[config.mk]
export PLATFORM = sky130hd
export DESIGN_NAME = mbx_engine
export DESIGN_NICKNAME = d
export VERILOG_FILES = /design/src/common/mbx_pkg.sv /design/src/rtl/mbx_engine.sv /design/src/rtl/mbx_pixel.sv
export SDC_FILE = /design/constraint.sdc
export NUM_CORES = 1
export LEC_CHECK = 0
export ABC_AREA = 1
export CORE_ASPECT_RATIO = 0.8
export CORE_MARGIN = 5
export CORE_UTILIZATION = 45
export DETAILED_ROUTE_END_ITERATION = 16
export DONT_BUFFER_PORTS = 1
export HOLD_SLACK_MARGIN = 0.06
export SETUP_SLACK_MARGIN = 0.5
export SLEW_MARGIN = 20
export SYNTH_ARGS = -nofsm -noshare
export SYNTH_HDL_FRONTEND = slang
export SYNTH_HIERARCHICAL = 1
export SYNTH_SLANG_ARGS = --single-unit
[constraint.sdc]
create_clock -name hclk -period 2.1 [get_ports hclk]
set_input_delay 0.42 -clock hclk [delete_from_list [all_inputs] [get_ports hclk]]
set_output_delay 0.42 -clock hclk [all_outputs]
set_load 0.01 [all_outputs]
[src/common/mbx_pkg.sv]
// package for the mono expand blit engine: register map, field layout, states and carriers.
// assumes a single 125 mhz clock and an ahb-lite register bus with 32-bit data.
//
// Notes on behaviour
// - control register bit 31 shows busy; host reprograms nothing until idle.
// - mask select bit 13 with bits 16-14 zero uses mono source as write mask.
// - control bit 12 set marks source monochrome, so it is colour-expanded.
// - control bit 11 clear puts the destination in frame buffer memory.
// - control bit 10 set takes source from host data port writes.
// - field 9-8 at 00 means host data starts at top-left pixel.
// - control bits 7-0 pick the raster operation; cch copies source unchanged.
// - raster operations without pattern input never fetch pattern data.
// - pattern field 22-17 is disregarded when pattern is not needed.
// - mono control bit 27 clear takes foreground from shared expansion colour.
// - mono control bits 26-24 give alignment; 101 means one aligned quadword.
// - three six-bit clipping fields at zero perform no clipping.
// - offset bits 28-16 give destination pitch in bytes between lines.
// - with mono source the byte source pitch field 12-0 is ignored.
// - at 8 bpp only colour bits 7-0 are used, bits 23-8 ignored.
// - at 8 bpp every written pixel is a palette index.
// - with mono write masking background pixels are never written.
// - with host mono source the source address field is ignored.
// - destination address bits 22-0 give byte offset of first pixel.
// - size bits 28-16 give height in lines, 12-0 width in bytes.
// - writing non-zero height starts the operation; program everything first. the engine also needs a non-zero width in the same write.
package mbx_pkg;
    // register word indices, byte address is index times four
    localparam logic [5:0] IDX_PITCH = 6'h00;
    localparam logic [5:0] IDX_BG_EXP = 6'h01;
    localparam logic [5:0] IDX_FG_EXP = 6'h02;
    localparam logic [5:0] IDX_MONO = 6'h03;
    localparam logic [5:0] IDX_CTRL = 6'h04;
    localparam logic [5:0] IDX_PAT = 6'h05;
    localparam logic [5:0] IDX_SRC = 6'h06;
    localparam logic [5:0] IDX_DST = 6'h07;
    localparam logic [5:0] IDX_SIZE = 6'h08;
    localparam logic [5:0] IDX_SRC_BG = 6'h09;
    localparam logic [5:0] IDX_SRC_FG = 6'h0a;
    localparam logic [5:0] IDX_DATA = 6'h10;
    // field positions
    localparam int CTRL_BUSY = 31;
    localparam int CTRL_PAT_NEED = 30;
    localparam int CTRL_MASK_SEL = 13;
    localparam int CTRL_MONO = 12;
    localparam int CTRL_DST_SYS = 11;
    localparam int CTRL_SRC_HOST = 10;
    localparam int MONO_FG_SEL = 27;
    localparam int FLD13_HI = 16;
    // reset value and copy raster operation code
    localparam logic [31:0] RST_REG = 32'h0000_0000;
    localparam logic [7:0] ROP_COPY = 8'hcc;
    // pixel step and host word size in source bits
    localparam logic [5:0] STEP_MONO = 6'h01;
    localparam logic [5:0] STEP_COLOR = 6'h08;
    localparam logic [5:0] WORD_BITS = 6'h20;

    typedef enum logic [2:0] {
        MBX_IDLE = 3'b001,
        MBX_FETCH = 3'b010,
        MBX_PIX = 3'b100
    } mbx_state_t;

    // one frame buffer byte write
    typedef struct packed {
        logic [22:0] addr;
        logic [7:0] data;
    } mbx_fb_wr_t;
endpackage : mbx_pkg

[src/rtl/mbx_engine.sv]
// mono expand blit engine: ahb-lite register slave, host data port and pixel writer.
// assumes a frame buffer write port that takes one byte per cycle while fb_ready is high.
//
// Design decisions made here: the register addresses and register access over AHB-Lite.
`timescale 1ns/100ps
module mbx_engine (
    input wire logic hclk,
    input wire logic hresetn,
    input wire logic ce,
    input wire logic hsel,
    input wire logic [31:0] haddr,
    input wire logic [1:0] htrans,
    input wire logic hwrite,
    input wire logic [2:0] hsize,
    input wire logic [31:0] hwdata,
    input wire logic hready,
    output logic hreadyout,
    output logic hresp,
    output logic [31:0] hrdata,
    output logic fb_valid,
    output mbx_pkg::mbx_fb_wr_t fb_wr,
    input wire logic fb_ready
);
    ////////////////////////////////////////////////////////////////////////////
    // registers and state
    logic [31:0] src_dst_pitch;
    logic [31:0] bg_expand_color;
    logic [31:0] fg_expand_color;
    logic [31:0] mono_source_control;
    logic [31:0] blit_control;
    logic [31:0] pattern_address;
    logic [31:0] source_address;
    logic [31:0] dest_address;
    logic [31:0] dest_size;
    logic [31:0] source_bg_color;
    logic [31:0] source_fg_color;
    mbx_pkg::mbx_state_t state;
    logic ap_valid;
    logic ap_wr;
    logic [5:0] ap_idx;
    logic [31:0] hold;
    logic hold_full;
    logic [31:0] sh;
    logic [5:0] bits_left;
    logic [22:0] addr;
    logic [22:0] line_start;
    logic [12:0] x_left;
    logic [12:0] y_left;
    logic new_ap;
    logic reg_wr;
    logic dp_wait;
    logic dp_take;
    logic busy;
    logic start;
    logic go;
    logic emit;
    logic [5:0] step;
    logic last_pix;
    logic line_end;
    logic [7:0] fg_sel;
    logic [7:0] bg_sel;
    logic [7:0] pix;
    logic wen;
    logic pat_need;
    logic mono;
    logic mask_en;
    logic [31:0] rd_mux;

    ////////////////////////////////////////////////////////////////////////////
    // bus decode and status terms
    assign new_ap = hsel && htrans[1] && hready;
    assign reg_wr = ap_valid && ap_wr && hreadyout && (ap_idx != mbx_pkg::IDX_DATA);
    assign dp_wait = ap_valid && ap_wr && !hreadyout && (ap_idx == mbx_pkg::IDX_DATA);
    assign busy = (state != mbx_pkg::MBX_IDLE) || fb_valid;
    assign dp_take = dp_wait && !hold_full && busy;
    assign start = reg_wr && !busy && (ap_idx == mbx_pkg::IDX_SIZE)
        && (hwdata[28:16] != 13'h0000);
    // a start runs only for a host source into the frame buffer with a non-zero written width
    assign go = start && blit_control[mbx_pkg::CTRL_SRC_HOST] && !blit_control[mbx_pkg::CTRL_DST_SYS]
        && (hwdata[12:0] != 13'h0000);
    assign pat_need = blit_control[7:4] != blit_control[3:0];
    assign mono = blit_control[mbx_pkg::CTRL_MONO];
    assign mask_en = blit_control[mbx_pkg::CTRL_MASK_SEL] && (blit_control[16:14] == 3'h0);
    assign step = mono ? mbx_pkg::STEP_MONO : mbx_pkg::STEP_COLOR;

    // foreground and background source pick, low byte only at 8 bpp
    assign fg_sel = mono_source_control[mbx_pkg::MONO_FG_SEL] ? source_fg_color[7:0]
        : fg_expand_color[7:0];
    assign bg_sel = mono_source_control[mbx_pkg::MONO_FG_SEL] ? source_bg_color[7:0]
        : bg_expand_color[7:0];

    // read mux, busy and pattern need shown live in the control word
    always_comb begin
        case (ap_idx)
            mbx_pkg::IDX_PITCH: rd_mux = src_dst_pitch;
            mbx_pkg::IDX_BG_EXP: rd_mux = bg_expand_color;
            mbx_pkg::IDX_FG_EXP: rd_mux = fg_expand_color;
            mbx_pkg::IDX_MONO: rd_mux = mono_source_control;
            mbx_pkg::IDX_CTRL: rd_mux = {busy, pat_need, blit_control[29:0]};
            mbx_pkg::IDX_PAT: rd_mux = pattern_address;
            mbx_pkg::IDX_SRC: rd_mux = source_address;
            mbx_pkg::IDX_DST: rd_mux = dest_address;
            mbx_pkg::IDX_SIZE: rd_mux = dest_size;
            mbx_pkg::IDX_SRC_BG: rd_mux = source_bg_color;
            mbx_pkg::IDX_SRC_FG: rd_mux = source_fg_color;
            default: rd_mux = 32'h0000_0000;
        endcase
    end

    ////////////////////////////////////////////////////////////////////////////
    // ahb-lite handshake: reads and data port writes wait, register writes do not
    always_ff @(posedge hclk or negedge hresetn) begin
        if (!hresetn) begin
            ap_valid <= 1'b0;
            ap_wr <= 1'b0;
            ap_idx <= 6'h00;
            hreadyout <= 1'b1;
            hresp <= 1'b0;
            hrdata <= 32'h0000_0000;
        end else if (ce) begin
            hresp <= 1'b0;
            if (new_ap) begin
                ap_valid <= 1'b1;
                ap_wr <= hwrite;
                ap_idx <= haddr[7:2];
                if (!hwrite || (haddr[7:2] == mbx_pkg::IDX_DATA)) begin
                    hreadyout <= 1'b0;
                end
            end else if (ap_valid && !hreadyout) begin
                if (!ap_wr) begin
                    hrdata <= rd_mux;
                    hreadyout <= 1'b1;
                    ap_valid <= 1'b0;
                end else if (!(hold_full && busy)) begin
                    hreadyout <= 1'b1;
                    ap_valid <= 1'b0;
                end
            end else begin
                ap_valid <= 1'b0;
            end
        end
    end

    ////////////////////////////////////////////////////////////////////////////
    // register writes, locked while the engine is busy
    always_ff @(posedge hclk or negedge hresetn) begin
        if (!hresetn) begin
            src_dst_pitch <= mbx_pkg::RST_REG;
            bg_expand_color <= mbx_pkg::RST_REG;
            fg_expand_color <= mbx_pkg::RST_REG;
            mono_source_control <= mbx_pkg::RST_REG;
            blit_control <= mbx_pkg::RST_REG;
            pattern_address <= mbx_pkg::RST_REG;
            source_address <= mbx_pkg::RST_REG;
            dest_address <= mbx_pkg::RST_REG;
            dest_size <= mbx_pkg::RST_REG;
            source_bg_color <= mbx_pkg::RST_REG;
            source_fg_color <= mbx_pkg::RST_REG;
        end else if (ce && reg_wr && !busy) begin
            case (ap_idx)
                mbx_pkg::IDX_PITCH: src_dst_pitch <= hwdata;
                mbx_pkg::IDX_BG_EXP: bg_expand_color <= hwdata;
                mbx_pkg::IDX_FG_EXP: fg_expand_color <= hwdata;
                mbx_pkg::IDX_MONO: mono_source_control <= hwdata;
                mbx_pkg::IDX_CTRL: blit_control <= {2'b00, hwdata[29:0]};
                mbx_pkg::IDX_PAT: pattern_address <= hwdata;
                mbx_pkg::IDX_SRC: source_address <= hwdata;
                mbx_pkg::IDX_DST: dest_address <= hwdata;
                mbx_pkg::IDX_SIZE: dest_size <= hwdata;
                mbx_pkg::IDX_SRC_BG: source_bg_color <= hwdata;
                mbx_pkg::IDX_SRC_FG: source_fg_color <= hwdata;
                default: ;
            endcase
        end
    end

    ////////////////////////////////////////////////////////////////////////////
    // host data holding word: filled by the data port, emptied by the engine
    always_ff @(posedge hclk or negedge hresetn) begin
        if (!hresetn) begin
            hold <= 32'h0000_0000;
            hold_full <= 1'b0;
        end else if (ce) begin
            if (dp_take) begin
                hold <= hwdata;
                hold_full <= 1'b1;
            end else if (state == mbx_pkg::MBX_FETCH) begin
                hold_full <= 1'b0;
            end else if (state == mbx_pkg::MBX_IDLE) begin
                hold_full <= 1'b0; // leftover data dropped after the rectangle
            end
        end
    end

    ////////////////////////////////////////////////////////////////////////////
    // pixel walk: left to right, top to bottom, bits msb first
    assign emit = (state == mbx_pkg::MBX_PIX) && (!fb_valid || fb_ready);
    assign line_end = x_left == 13'h0001;
    assign last_pix = line_end && (y_left == 13'h0001);

    mbx_pixel u_pixel (
        .mono(mono),
        .mask_en(mask_en),
        .src_bit(sh[31]),
        .src_byte(sh[31:24]),
        .fg(fg_sel),
        .bg(bg_sel),
        .rop(blit_control[7:0]),
        .pix(pix),
        .wen(wen)
    );

    always_ff @(posedge hclk or negedge hresetn) begin
        if (!hresetn) begin
            state <= mbx_pkg::MBX_IDLE;
            sh <= 32'h0000_0000;
            bits_left <= 6'h00;
            addr <= 23'h000000;
            line_start <= 23'h000000;
            x_left <= 13'h0000;
            y_left <= 13'h0000;
        end else if (ce) begin
            case (state)
                mbx_pkg::MBX_IDLE: begin
                    // width comes from the size write itself, the register only updates at this edge
                    if (go) begin
                        addr <= dest_address[22:0];
                        line_start <= dest_address[22:0];
                        x_left <= hwdata[12:0];
                        y_left <= hwdata[28:16];
                        state <= mbx_pkg::MBX_FETCH;
                    end
                end
                mbx_pkg::MBX_FETCH: begin
                    if (hold_full) begin
                        sh <= hold;
                        bits_left <= mbx_pkg::WORD_BITS;
                        state <= mbx_pkg::MBX_PIX;
                    end
                end
                mbx_pkg::MBX_PIX: begin
                    if (emit) begin
                        sh <= mono ? {sh[30:0], 1'b0} : {sh[23:0], 8'h00};
                        bits_left <= bits_left - step;
                        if (last_pix) begin
                            state <= mbx_pkg::MBX_IDLE;
                        end else begin
                            if (line_end) begin
                                y_left <= y_left - 13'h0001;
                                x_left <= dest_size[12:0];
                                line_start <= line_start + {10'h000, src_dst_pitch[28:16]};
                                addr <= line_start + {10'h000, src_dst_pitch[28:16]};
                            end else begin
                                x_left <= x_left - 13'h0001;
                                addr <= addr + 23'h000001;
                            end
                            if (bits_left == step) begin
                                state <= mbx_pkg::MBX_FETCH;
                            end
                        end
                    end
                end
                default: state <= mbx_pkg::MBX_IDLE;
            endcase
        end
    end

    ////////////////////////////////////////////////////////////////////////////
    // frame buffer write port, held until fb_ready
    always_ff @(posedge hclk or negedge hresetn) begin
        if (!hresetn) begin
            fb_valid <= 1'b0;
            fb_wr <= '0;
        end else if (ce) begin
            if (emit) begin
                fb_valid <= wen;
                fb_wr.addr <= addr;
                fb_wr.data <= pix;
            end else if (fb_ready) begin
                fb_valid <= 1'b0;
            end
        end
    end

    ////////////////////////////////////////////////////////////////////////////
    // checks
    AST_START_BUSY: assert property (@(posedge hclk) disable iff (!hresetn)
        (ce && go) |=> (state == mbx_pkg::MBX_FETCH) && busy)
        else $error("start did not make the engine busy");

    AST_LOCK_BUSY: assert property (@(posedge hclk) disable iff (!hresetn)
        (reg_wr && busy) |=> $stable(dest_address) && $stable(blit_control) && $stable(dest_size))
        else $error("register changed while busy");

    AST_FIRST_ADDR: assert property (@(posedge hclk) disable iff (!hresetn)
        ($past(state) == mbx_pkg::MBX_IDLE && state == mbx_pkg::MBX_FETCH) |-> addr == dest_address[22:0])
        else $error("first pixel address is not the destination");

    AST_PITCH: assert property (@(posedge hclk) disable iff (!hresetn)
        (ce && emit && line_end && !last_pix)
        |=> line_start == $past(line_start) + {10'h000, src_dst_pitch[28:16]})
        else $error("next line does not start one pitch later");

    AST_MASK_FG: assert property (@(posedge hclk) disable iff (!hresetn)
        (ce && emit && mono && mask_en && blit_control[7:0] == mbx_pkg::ROP_COPY)
        |=> (fb_valid == $past(sh[31])) && (!fb_valid || fb_wr.data == $past(fg_sel)))
        else $error("masked write wrote a background pixel");

    AST_COPY: assert property (@(posedge hclk) disable iff (!hresetn)
        (ce && emit && mono && !mask_en && blit_control[7:0] == mbx_pkg::ROP_COPY)
        |=> fb_valid && fb_wr.data == ($past(sh[31]) ? $past(fg_sel) : $past(bg_sel)))
        else $error("copy operation altered the expanded source");

    AST_DP_STALL: assert property (@(posedge hclk) disable iff (!hresetn)
        (ce && dp_wait && hold_full && busy && state != mbx_pkg::MBX_FETCH) |=> !hreadyout)
        else $error("data port write not stalled with full hold word");

    AST_FB_HOLD: assert property (@(posedge hclk) disable iff (!hresetn)
        (fb_valid && !fb_ready) |=> fb_valid && $stable(fb_wr))
        else $error("frame buffer write dropped before accept");

    AST_IDLE_QUIET: assert property (@(posedge hclk) disable iff (!hresetn)
        $rose(fb_valid) |-> $past(state) == mbx_pkg::MBX_PIX)
        else $error("pixel written without host source data");

    AST_PAT_NEED: assert property (@(posedge hclk) disable iff (!hresetn)
        (ce && ap_valid && !ap_wr && !hreadyout && ap_idx == mbx_pkg::IDX_CTRL)
        |=> hrdata[mbx_pkg::CTRL_PAT_NEED] == $past(pat_need) && hrdata[mbx_pkg::CTRL_BUSY] == $past(busy))
        else $error("control read shows wrong status");

    AST_START_SIZE: assert property (@(posedge hclk) disable iff (!hresetn)
        (ce && go) |=> x_left == $past(hwdata[12:0]) && y_left == $past(hwdata[28:16]))
        else $error("rectangle size not taken from the size write");

    AST_IDLE_DROP: assert property (@(posedge hclk) disable iff (!hresetn)
        (ce && dp_wait && !busy) |=> hreadyout && !hold_full)
        else $error("data port write while idle was not dropped");

    AST_COLOR_COPY: assert property (@(posedge hclk) disable iff (!hresetn)
        (ce && emit && !mono && blit_control[7:0] == mbx_pkg::ROP_COPY)
        |=> fb_valid && fb_wr.data == $past(sh[31:24]))
        else $error("colour source byte not copied");
endmodule : mbx_engine

[src/rtl/mbx_pixel.sv]
// per-pixel colour expansion, raster operation and write mask for 8 bpp.
// assumes pattern and destination inputs of the raster operation read as zero.
`timescale 1ns/100ps
module mbx_pixel (
    input wire logic mono,
    input wire logic mask_en,
    input wire logic src_bit,
    input wire logic [7:0] src_byte,
    input wire logic [7:0] fg,
    input wire logic [7:0] bg,
    input wire logic [7:0] rop,
    output logic [7:0] pix,
    output logic wen
);
    logic [7:0] src_exp;

    // expand mono bit to a palette index, else take the colour byte
    assign src_exp = mono ? (src_bit ? fg : bg) : src_byte;

    // bitwise raster operation, indexed by the source bit with pattern and destination bits taken as zero
    genvar i;
    generate
        for (i = 0; i < 8; i++) begin : g_rop
            assign pix[i] = src_exp[i] ? rop[2] : rop[0];
        end
    endgenerate

    // masked background pixels are skipped
    assign wen = !(mono && mask_en && !src_bit);
endmodule : mbx_pixel

==> results.md, run 1 <==
* Slew Limit Headroom at 28.0%
* Logic pwr share at 28.6%
* GRT overflow at 0
* Yosys reg bits at 569
* Routability cong. at 0.926
* Slew @ Worst Pin at 1.08 ns
* Worst-case clock buffer depth at 3
* TNS Setup at -32.70 ns
* Syn Inst Count at 3,586
* Internal Power at 22.9 mW
* Switch Pwr at 11.7 mW
* Critical path fanouts, max at 8
* H-tree levels at 2
* Ys flop type: dfrtp_1
* Critical path type: reg -> reg
* R2r setup slk at -0.18 ns
* CTS root buf: clkbuf_16
* Diode count at 0
* TritonCTS buffer count at 61
* Worst skew pair latency at 0.65 ns
* Final setup viols at 416
* CTS tree: built
* Syn_nets at 3,684
* Post-detail-place hpwl at 70,200 µm
* Slew Limit Fails at 0
* Hold WS at -0.0127 ns
* DRT Wirelength at 120,000 µm
* Clock sinks at 569
* Area grow syn2layout at 36.6%
* Number of port buffers at 0
* Filler cell count at 5,128
* Seq/Total Area, Yosys at 50.7%
* Final Non-Filler Cells at 4,715
* Clk_skew at 0.0151 ns
* Clock network power share at 33.8%
* Via count at 28.0k
* Fmax at 0.438 GHz
* Required time of the critical path at 2.60 ns
* Site row count at 81
* Drt pass-1 iters at 6
* DR vias/cell at 5.94
* Die Area at 67,500 µm²
* Vias in the first global route at 25.9k
* DR WL/cell at 25.4 µm
* Fin crit share at 109%
* First-pass GRT wire length at 166,000 µm
* DRT iter0 DRCs at 3,579
* Io pins at 142
* Post-route ant nets at 0
* Fin. Hold Viols at 2
* Reg power frac at 37.6%
* Nets at 3,935
* All-Layer GR Usage at 32.9%
* Peak supply drop at 0.727 mV
* Starting density of the core at 45.7%
* Synth warn at 6
* Post-layout min period at 2.28 ns
* MaxCap Viol Count at 0
* Pwr Density at 903 nW/µm²
* Failing checks: negative hold slack, negative setup slack
* Height of the chip at 233 µm
* Synth cell types at 57
* Outcome: finished with violations
* Post-synth EDFFs at 0
* Initial antenna violation count at 4
* Async SR Flop Fraction at 100%
* DR DRC count at 0
* # placed instances at 4,417
* Clock slew at reported path FFs at 0.07 ns
* Largest net degree at the start of global routing at 570
* Synth Cell Area at 28,100 µm²
* Kind of end point of the critical path: register
* Core box area at 61,400 µm²
* Tightest Hold Check Type: in -> async
* Leak at 17.5 nW
* Worst EP arrival at 2.78 ns
* Final WS setup at -0.183 ns
* Die width at 289 µm
* Sw Share at 33.8%
* Startpoint Class: register
* Share of cells above drive strength 1 at 26.5%
* DP Worst Slack at -0.486 ns
* RSZ-0062 raised after global routing: true
* Mean Syn Cell Area at 7.83 µm²
Yosys cell counts, types with 4 or more instances:
master,count,area share (%)
a21boi_0,4,0.11
a21oi_1,68,1.2
a22oi_1,12,0.32
a31oi_1,33,0.74
buf_1,17,0.23
buf_2,62,1.1
buf_4,10,0.27
buf_6,5,0.20
clkbuf_1,133,1.8
dfrtp_1,567,51
ha_1,21,0.94
inv_1,278,3.7
inv_2,16,0.21
mux2_1,5,0.20
mux2_2,5,0.20
nand2_1,1127,15
nand2_2,5,0.11
nand3_1,236,4.2
nand3_2,4,0.14
nand3b_1,5,0.13
nand4_1,45,1.0
nor2_1,192,2.6
nor2_2,5,0.11
nor3_1,14,0.25
nor4_1,4,0.089
o2111a_1,5,0.20
o2111ai_1,16,0.50
o211ai_1,44,1.2
o21ai_0,196,3.5
o21ai_1,365,6.5
o221ai_1,4,0.12
o22ai_1,11,0.25
o31ai_1,7,0.19
or2_2,9,0.20
xnor2_1,10,0.31
xor2_1,12,0.37
sequential cells by signal, indices dropped and copies added (netlist names), 23 cells and up:
register and flops:
addr 23, bg_expand_color 32, blit_control 30, dest_address 32, dest_size 32, fb_wr 31
fg_expand_color 32, hold 32, hrdata 32, line_start 23, mono_source_control 32, pattern_address 32
sh 32, source_address 32, source_bg_color 32, source_fg_color 32, src_dst_pitch 32
final timing paths:
| check | end | startpoint | cells after the start |
|---|---|---|---|
| worst max-delay path | bg_expand_color[18] | state[0] | 13 |
| worst min-delay path | sh[29] | hresetn | 2 |
| worst max register to register | bg_expand_color[18] | state[0] | 13 |
| worst min register to register | source_bg_color[25] | source_bg_color[25] | 2 |
| max in group asynchronous | src_dst_pitch[28] | hresetn | 3 |
| min in group hclk | y_left[6] | hwdata[22] | 4 |
critical path, stage by stage, from the launching register on:
cell and delay, ns:
dfstp_2 0.54, buf_6 0.10, nand3_4 0.08, nor2_4 0.13
inv_2 0.05, buf_6 0.11, nor3_4 0.14, buf_12 0.17
buf_12 0.16, buf_12 0.15, nand2_8 0.14, buf_16 0.20
nand2_2 0.06, o21ai_1 0.06
cells in the final DEF, fill, tap and decap left out, types with 8 or more instances in the layout:
master / Yosys / layout
a31oi_1: 33 / 33
nor2_2: 5 / 34
a21oi_2: 1 / 14
nor2_4: 2 / 22
o21ai_1: 365 / 292
buf_16: 0 / 34
buf_6: 5 / 47
dfrtp_1: 567 / 564
inv_2: 16 / 19
nand4_1: 45 / 45
or2_2: 9 / 8
bufinv_16: 0 / 9
clkbuf_1: 133 / 11
nor2_1: 192 / 143
o22ai_1: 11 / 10
clkbuf_16: 0 / 89
dlygate4sd3_1: 0 / 13
nand3_4: 0 / 10
a21oi_1: 68 / 54
clkbuf_8: 0 / 12
nand2_4: 2 / 78
nand2_2: 5 / 149
a22oi_1: 12 / 11
xor2_1: 12 / 12
nand2_1: 1127 / 894
nand2_8: 0 / 14
o2111ai_1: 16 / 12
buf_4: 10 / 196
nand3_1: 236 / 220
buf_12: 0 / 79
nand3_2: 4 / 10
o21ai_0: 196 / 145
xnor2_1: 10 / 9
o211ai_1: 44 / 44
o21ai_2: 0 / 123
inv_1: 278 / 265
ha_1: 21 / 13
nor3_1: 14 / 13
kinds of logic after synthesis:
family | after synthesis | synth area share [%]
multiplexers | 10 | 0.401
XOR/XNOR | 22 | 0.687
AND/OR/NAND/NOR | 1662 | 24.4
adder cells (fa/ha/maj) | 22 | 1.01
AO/OA/AOI/OAI | 777 | 15.2
other | 1 | 0.0134
buffers and inverters | 523 | 7.56
flip-flops | 569 | 50.7
metrics by stage:
stage / utilization (%) / instance area (µm²) / power (mW) / hold slack (ns)
CTS: 59.2 / 36300 / 33.7 / -0.536
detailed placement: 50.1 / 30800 / 19.8 / 0.145
global placement: 50.1 / 30800 / 19.6 / 0.146
finish: 62.4 / 38300 / 34.6 / -0.0127
floorplan: - / 28900 / 17.2 / 0.124
global route: 62.4 / 38300 / 36.0 / 0.0844
layer usage:
layer | track usage (%) | part of all wire, % | vias to the layer above
li1 | - | - | 12400
met1 | 46.3 | 41 | 13700
met2 | 46.1 | 41 | 1657
met3 | 13.4 | 14 | 300
met4 | 10.7 | 3.7 | 6
met5 | 0 | 0.029 | -
timing repair:
| action | 4_1_cts | 5_1_grt |
|---|---|---|
| hold buffers | 12 | 3 |
| setup endpoints to repair | 563 | 759 |
| endpoints found under the hold margin | 584 | 221 |
| pin swaps | 86 | 41 |
| gates cloned | 38 | 33 |
| buffers inserted | 94 | 4 |
| gates resized for setup | 393 | 314 |
area by class of cell:
type	count	area [µm²]	share of cell area [%]
sequential	569	14200	37.2
clock buffer	84	1730	4.52
clock inverter	27	418	1.09
timing repair buffer	409	5650	14.7
tap	830	1040	2.71
timing repair inverter	4	68.8	0.179
multi-input combinational	2496	14000	36.5
inverter	296	1180	3.09
power by group through the flow:
stage | registers [mW] | clock network [mW] | logic, mW
4_1_cts | 13.0 | 11.8 | 8.93
3_5_place_dp | 13.1 | 0 | 6.68
5_1_grt | 13.1 | 12.3 | 10.6
6_report | 13.0 | 11.7 | 9.89
3_3_place_gp | 13.1 | 0 | 6.54
2_1_floorplan | 12.9 | 0 | 4.31
No activity file was read; power rests on OpenSTA's default activity.
==> run 2: changes to the inputs <==
RECOVER_POWER = 50   (was default)
clock period = 1.8 ns   (was 2.1 ns; I/O delays follow)
==> run 2 against run 1 <==
Clock-buffer cell count is 1 higher. Register-to-register slack worse by 0.25 ns. Core utilization is 1.5 points lower. Largest power group unchanged. Via count is 1.5% lower. The flow finishes with violations (negative hold slack, max-slew violations, negative setup slack). Combinational power is 15% higher.
==> results.md, run 2 (synthesis results as in run 1) <==
* Outcome: finished with violations (unchanged)
* Failing checks: negative hold slack, max-slew violations, negative setup slack (was negative hold slack, negative setup slack)
* Leak at 17.1 nW (was 17.5 nW)
* Tightest Hold Check Type: in -> async (unchanged)
* Largest net degree at the start of global routing at 570 (unchanged)
* DR WL/cell at 23.9 µm (was 25.4 µm)
* Final setup viols at 558 (was 416)
* Slew @ Worst Pin at 1.81 ns (was 1.08 ns)
* First-pass GRT wire length at 166,000 µm (about the same)
* Critical path fanouts, max at 9 (was 8)
* Peak supply drop at 0.839 mV (was 0.727 mV)
* Pwr Density at 1060 nW/µm² (was 903 nW/µm²)
* Filler cell count at 5,321 (was 5,128)
* Initial antenna violation count at 4 (unchanged)
* Site row count at 81 (unchanged)
* Area grow syn2layout at 33.3% (was 36.6%)
* Clock slew at reported path FFs at 0.06 ns (was 0.07 ns)
* Starting density of the core at 45.7% (unchanged)
* TritonCTS buffer count at 60 (was 61)
* Nets at 3,996 (was 3,935)
* Core box area at 61,400 µm² (unchanged)
* TNS Setup at -154.58 ns (was -32.70 ns)
* Kind of end point of the critical path: register (unchanged)
* Die Area at 67,500 µm² (unchanged)
* Worst EP arrival at 2.75 ns (was 2.78 ns)
* Startpoint Class: register (unchanged)
* Fin. Hold Viols at 567 (was 2)
* DP Worst Slack at -0.927 ns (was -0.486 ns)
* H-tree levels at 2 (unchanged)
* Clock sinks at 569 (unchanged)
* Critical path type: reg -> reg (unchanged)
* Post-layout min period at 2.23 ns (was 2.28 ns)
* Final WS setup at -0.432 ns (was -0.183 ns)
* Commonest non-fill, non-tap cells in the layout: nand2_1 (990), dfrtp_1 (556), o21ai_1 (455), buf_4 (287), inv_1 (261) (was nand2_1 (894), dfrtp_1 (564), o21ai_1 (292), inv_1 (265), nand3_1 (220))
* DRT Wirelength at 114,000 µm (was 120,000 µm)
* DR DRC count at 0 (unchanged)
* Fmax at 0.448 GHz (was 0.438 GHz)
* DRT iter0 DRCs at 3,228 (was 3,579)
* All-Layer GR Usage at 32.3% (was 32.9%)
* Slew Limit Fails at 267 (was 0)
* Post-detail-place hpwl at 74,500 µm (was 70,200 µm)
* RSZ-0062 raised after global routing: true (unchanged)
* CTS tree: built (unchanged)
* Post-route ant nets at 0 (unchanged)
* CTS root buf: clkbuf_16 (unchanged)
* Vias in the first global route at 26.1k (was 25.9k)
* Drt pass-1 iters at 6 (unchanged)
* Number of port buffers at 0 (unchanged)
* Fin crit share at 124% (was 109%)
* Commonest non-fill, non-tap cell in the layout: nand2_1 (unchanged)
* Hold WS at -0.575 ns (was -0.0127 ns)
* Slew Limit Headroom at -20.8% (was 28.0%)
* CTS Hold Bufs at 16 (was 12)
* Routability cong. at 0.941 (was 0.926)
* MaxCap Viol Count at 0 (unchanged)
* Height of the chip at 233 µm (unchanged)
* GRT overflow at 0 (unchanged)
* Die width at 289 µm (unchanged)
* Worst skew pair latency at 0.64 ns (was 0.65 ns)
* DR vias/cell at 5.77 (was 5.94)
* Worst-case clock buffer depth at 3 (unchanged)
* Via count at 27.6k (was 28.0k)
* Share of cells above drive strength 1 at 23.7% (was 26.5%)
* Clk_skew at 0.0219 ns (was 0.0151 ns)
* Diode count at 0 (unchanged)
* Required time of the critical path at 2.32 ns (was 2.60 ns)
* Io pins at 142 (unchanged)
[run 2: cell types whose count changed in the layout (fill, tap and decap cells not counted), sizes merged, moves of 3 or more]
cell,delta
dlygate4sd3,+3
clkbuf,-16
buf,+79
bufinv,-4
clkinv,+7
bufbuf,-5
inv,-3
[run 2: worst paths after layout]
check	slack [ns]	end	depth (start not counted)	start
setup / recovery	-0.43	hrdata[7]	13	ap_idx[4]
hold / removal	-0.57	hrdata[26]	0	hresetn
setup reg to reg	-0.43	hrdata[7]	13	ap_idx[4]
hold reg to reg	0.49	y_left[11]	2	y_left[11]
max in group asynchronous	0.92	fg_expand_color[12]	0	hresetn
min in group hclk	0.11	hreadyout	3	haddr[6]
[run 2: report_power, final]
group,total (mW),internal (mW),switching (mW)
clock network,13.1,7.57,5.49
logic,11.4,4.96,6.49
registers,15.2,14.0,1.18
total,39.7,26.5,13.2
[run 2: repair_timing]
action	4_1_cts	5_1_grt
pin swaps	44	98
hold endpoints to repair	589	569
cloned	12	15
setup buffers	34	52
endpoints found under the setup margin	627	627
resized for setup	143	323
[run 2: critical path, cell delays in order (launching register included)]
cell	delay (ns)
dfrtp_1	0.38
inv_2	0.07
nand2_4	0.08
buf_6	0.12
nor2_4	0.05
buf_12	0.15
buf_12	0.13
nand2_8	0.07
clkinv_8	0.07
buf_12	0.14
a22oi_2	0.22
nand4_1	0.39
nand2_1	0.19
nand2_1	0.06
[run 2: final cells by class]
type / instances / area (µm²) / area share (%)
Clock inverter: 26 / 275 / 0.736
Sequential cell: 569 / 14300 / 38.1
Timing Repair inverter: 6 / 75.1 / 0.201
Clock buffer: 85 / 1780 / 4.75
Tap cell: 830 / 1040 / 2.78
Inverter: 296 / 1220 / 3.27
Multi-Input combinational cell: 2496 / 13500 / 36.1
Timing Repair Buffer: 469 / 5250 / 14.0
[run 2: routing by layer]
| metal | wire, µm | part of all wire (%) | global-route usage, % | vias to the layer above |
|---|---|---|---|---|
| met2 | 48700 | 43 | 47.4 | 1346 |
| met5 | 16 | 0.014 | 0 | - |
| met4 | 3400 | 3.0 | 8.73 | 2 |
| li1 | - | - | - | 12400 |
| met1 | 50400 | 44 | 48.7 | 13600 |
| met3 | 11500 | 10 | 6.61 | 207 |
[run 2: metrics by stage]
| step | util [%] | cells | power [mW] | area [µm²] |
|---|---|---|---|---|
| global route | 60.9 | 4777 | 41.2 | 37400 |
| finish | 60.9 | 4777 | 39.7 | 37400 |
| global placement | 52.0 | 4537 | 23.3 | 31900 |
| detailed placement | 52.0 | 4537 | 23.5 | 31900 |
| CTS | 57.4 | 4710 | 38.0 | 35300 |
| floorplan | - | 3586 | 20.3 | 29400 |
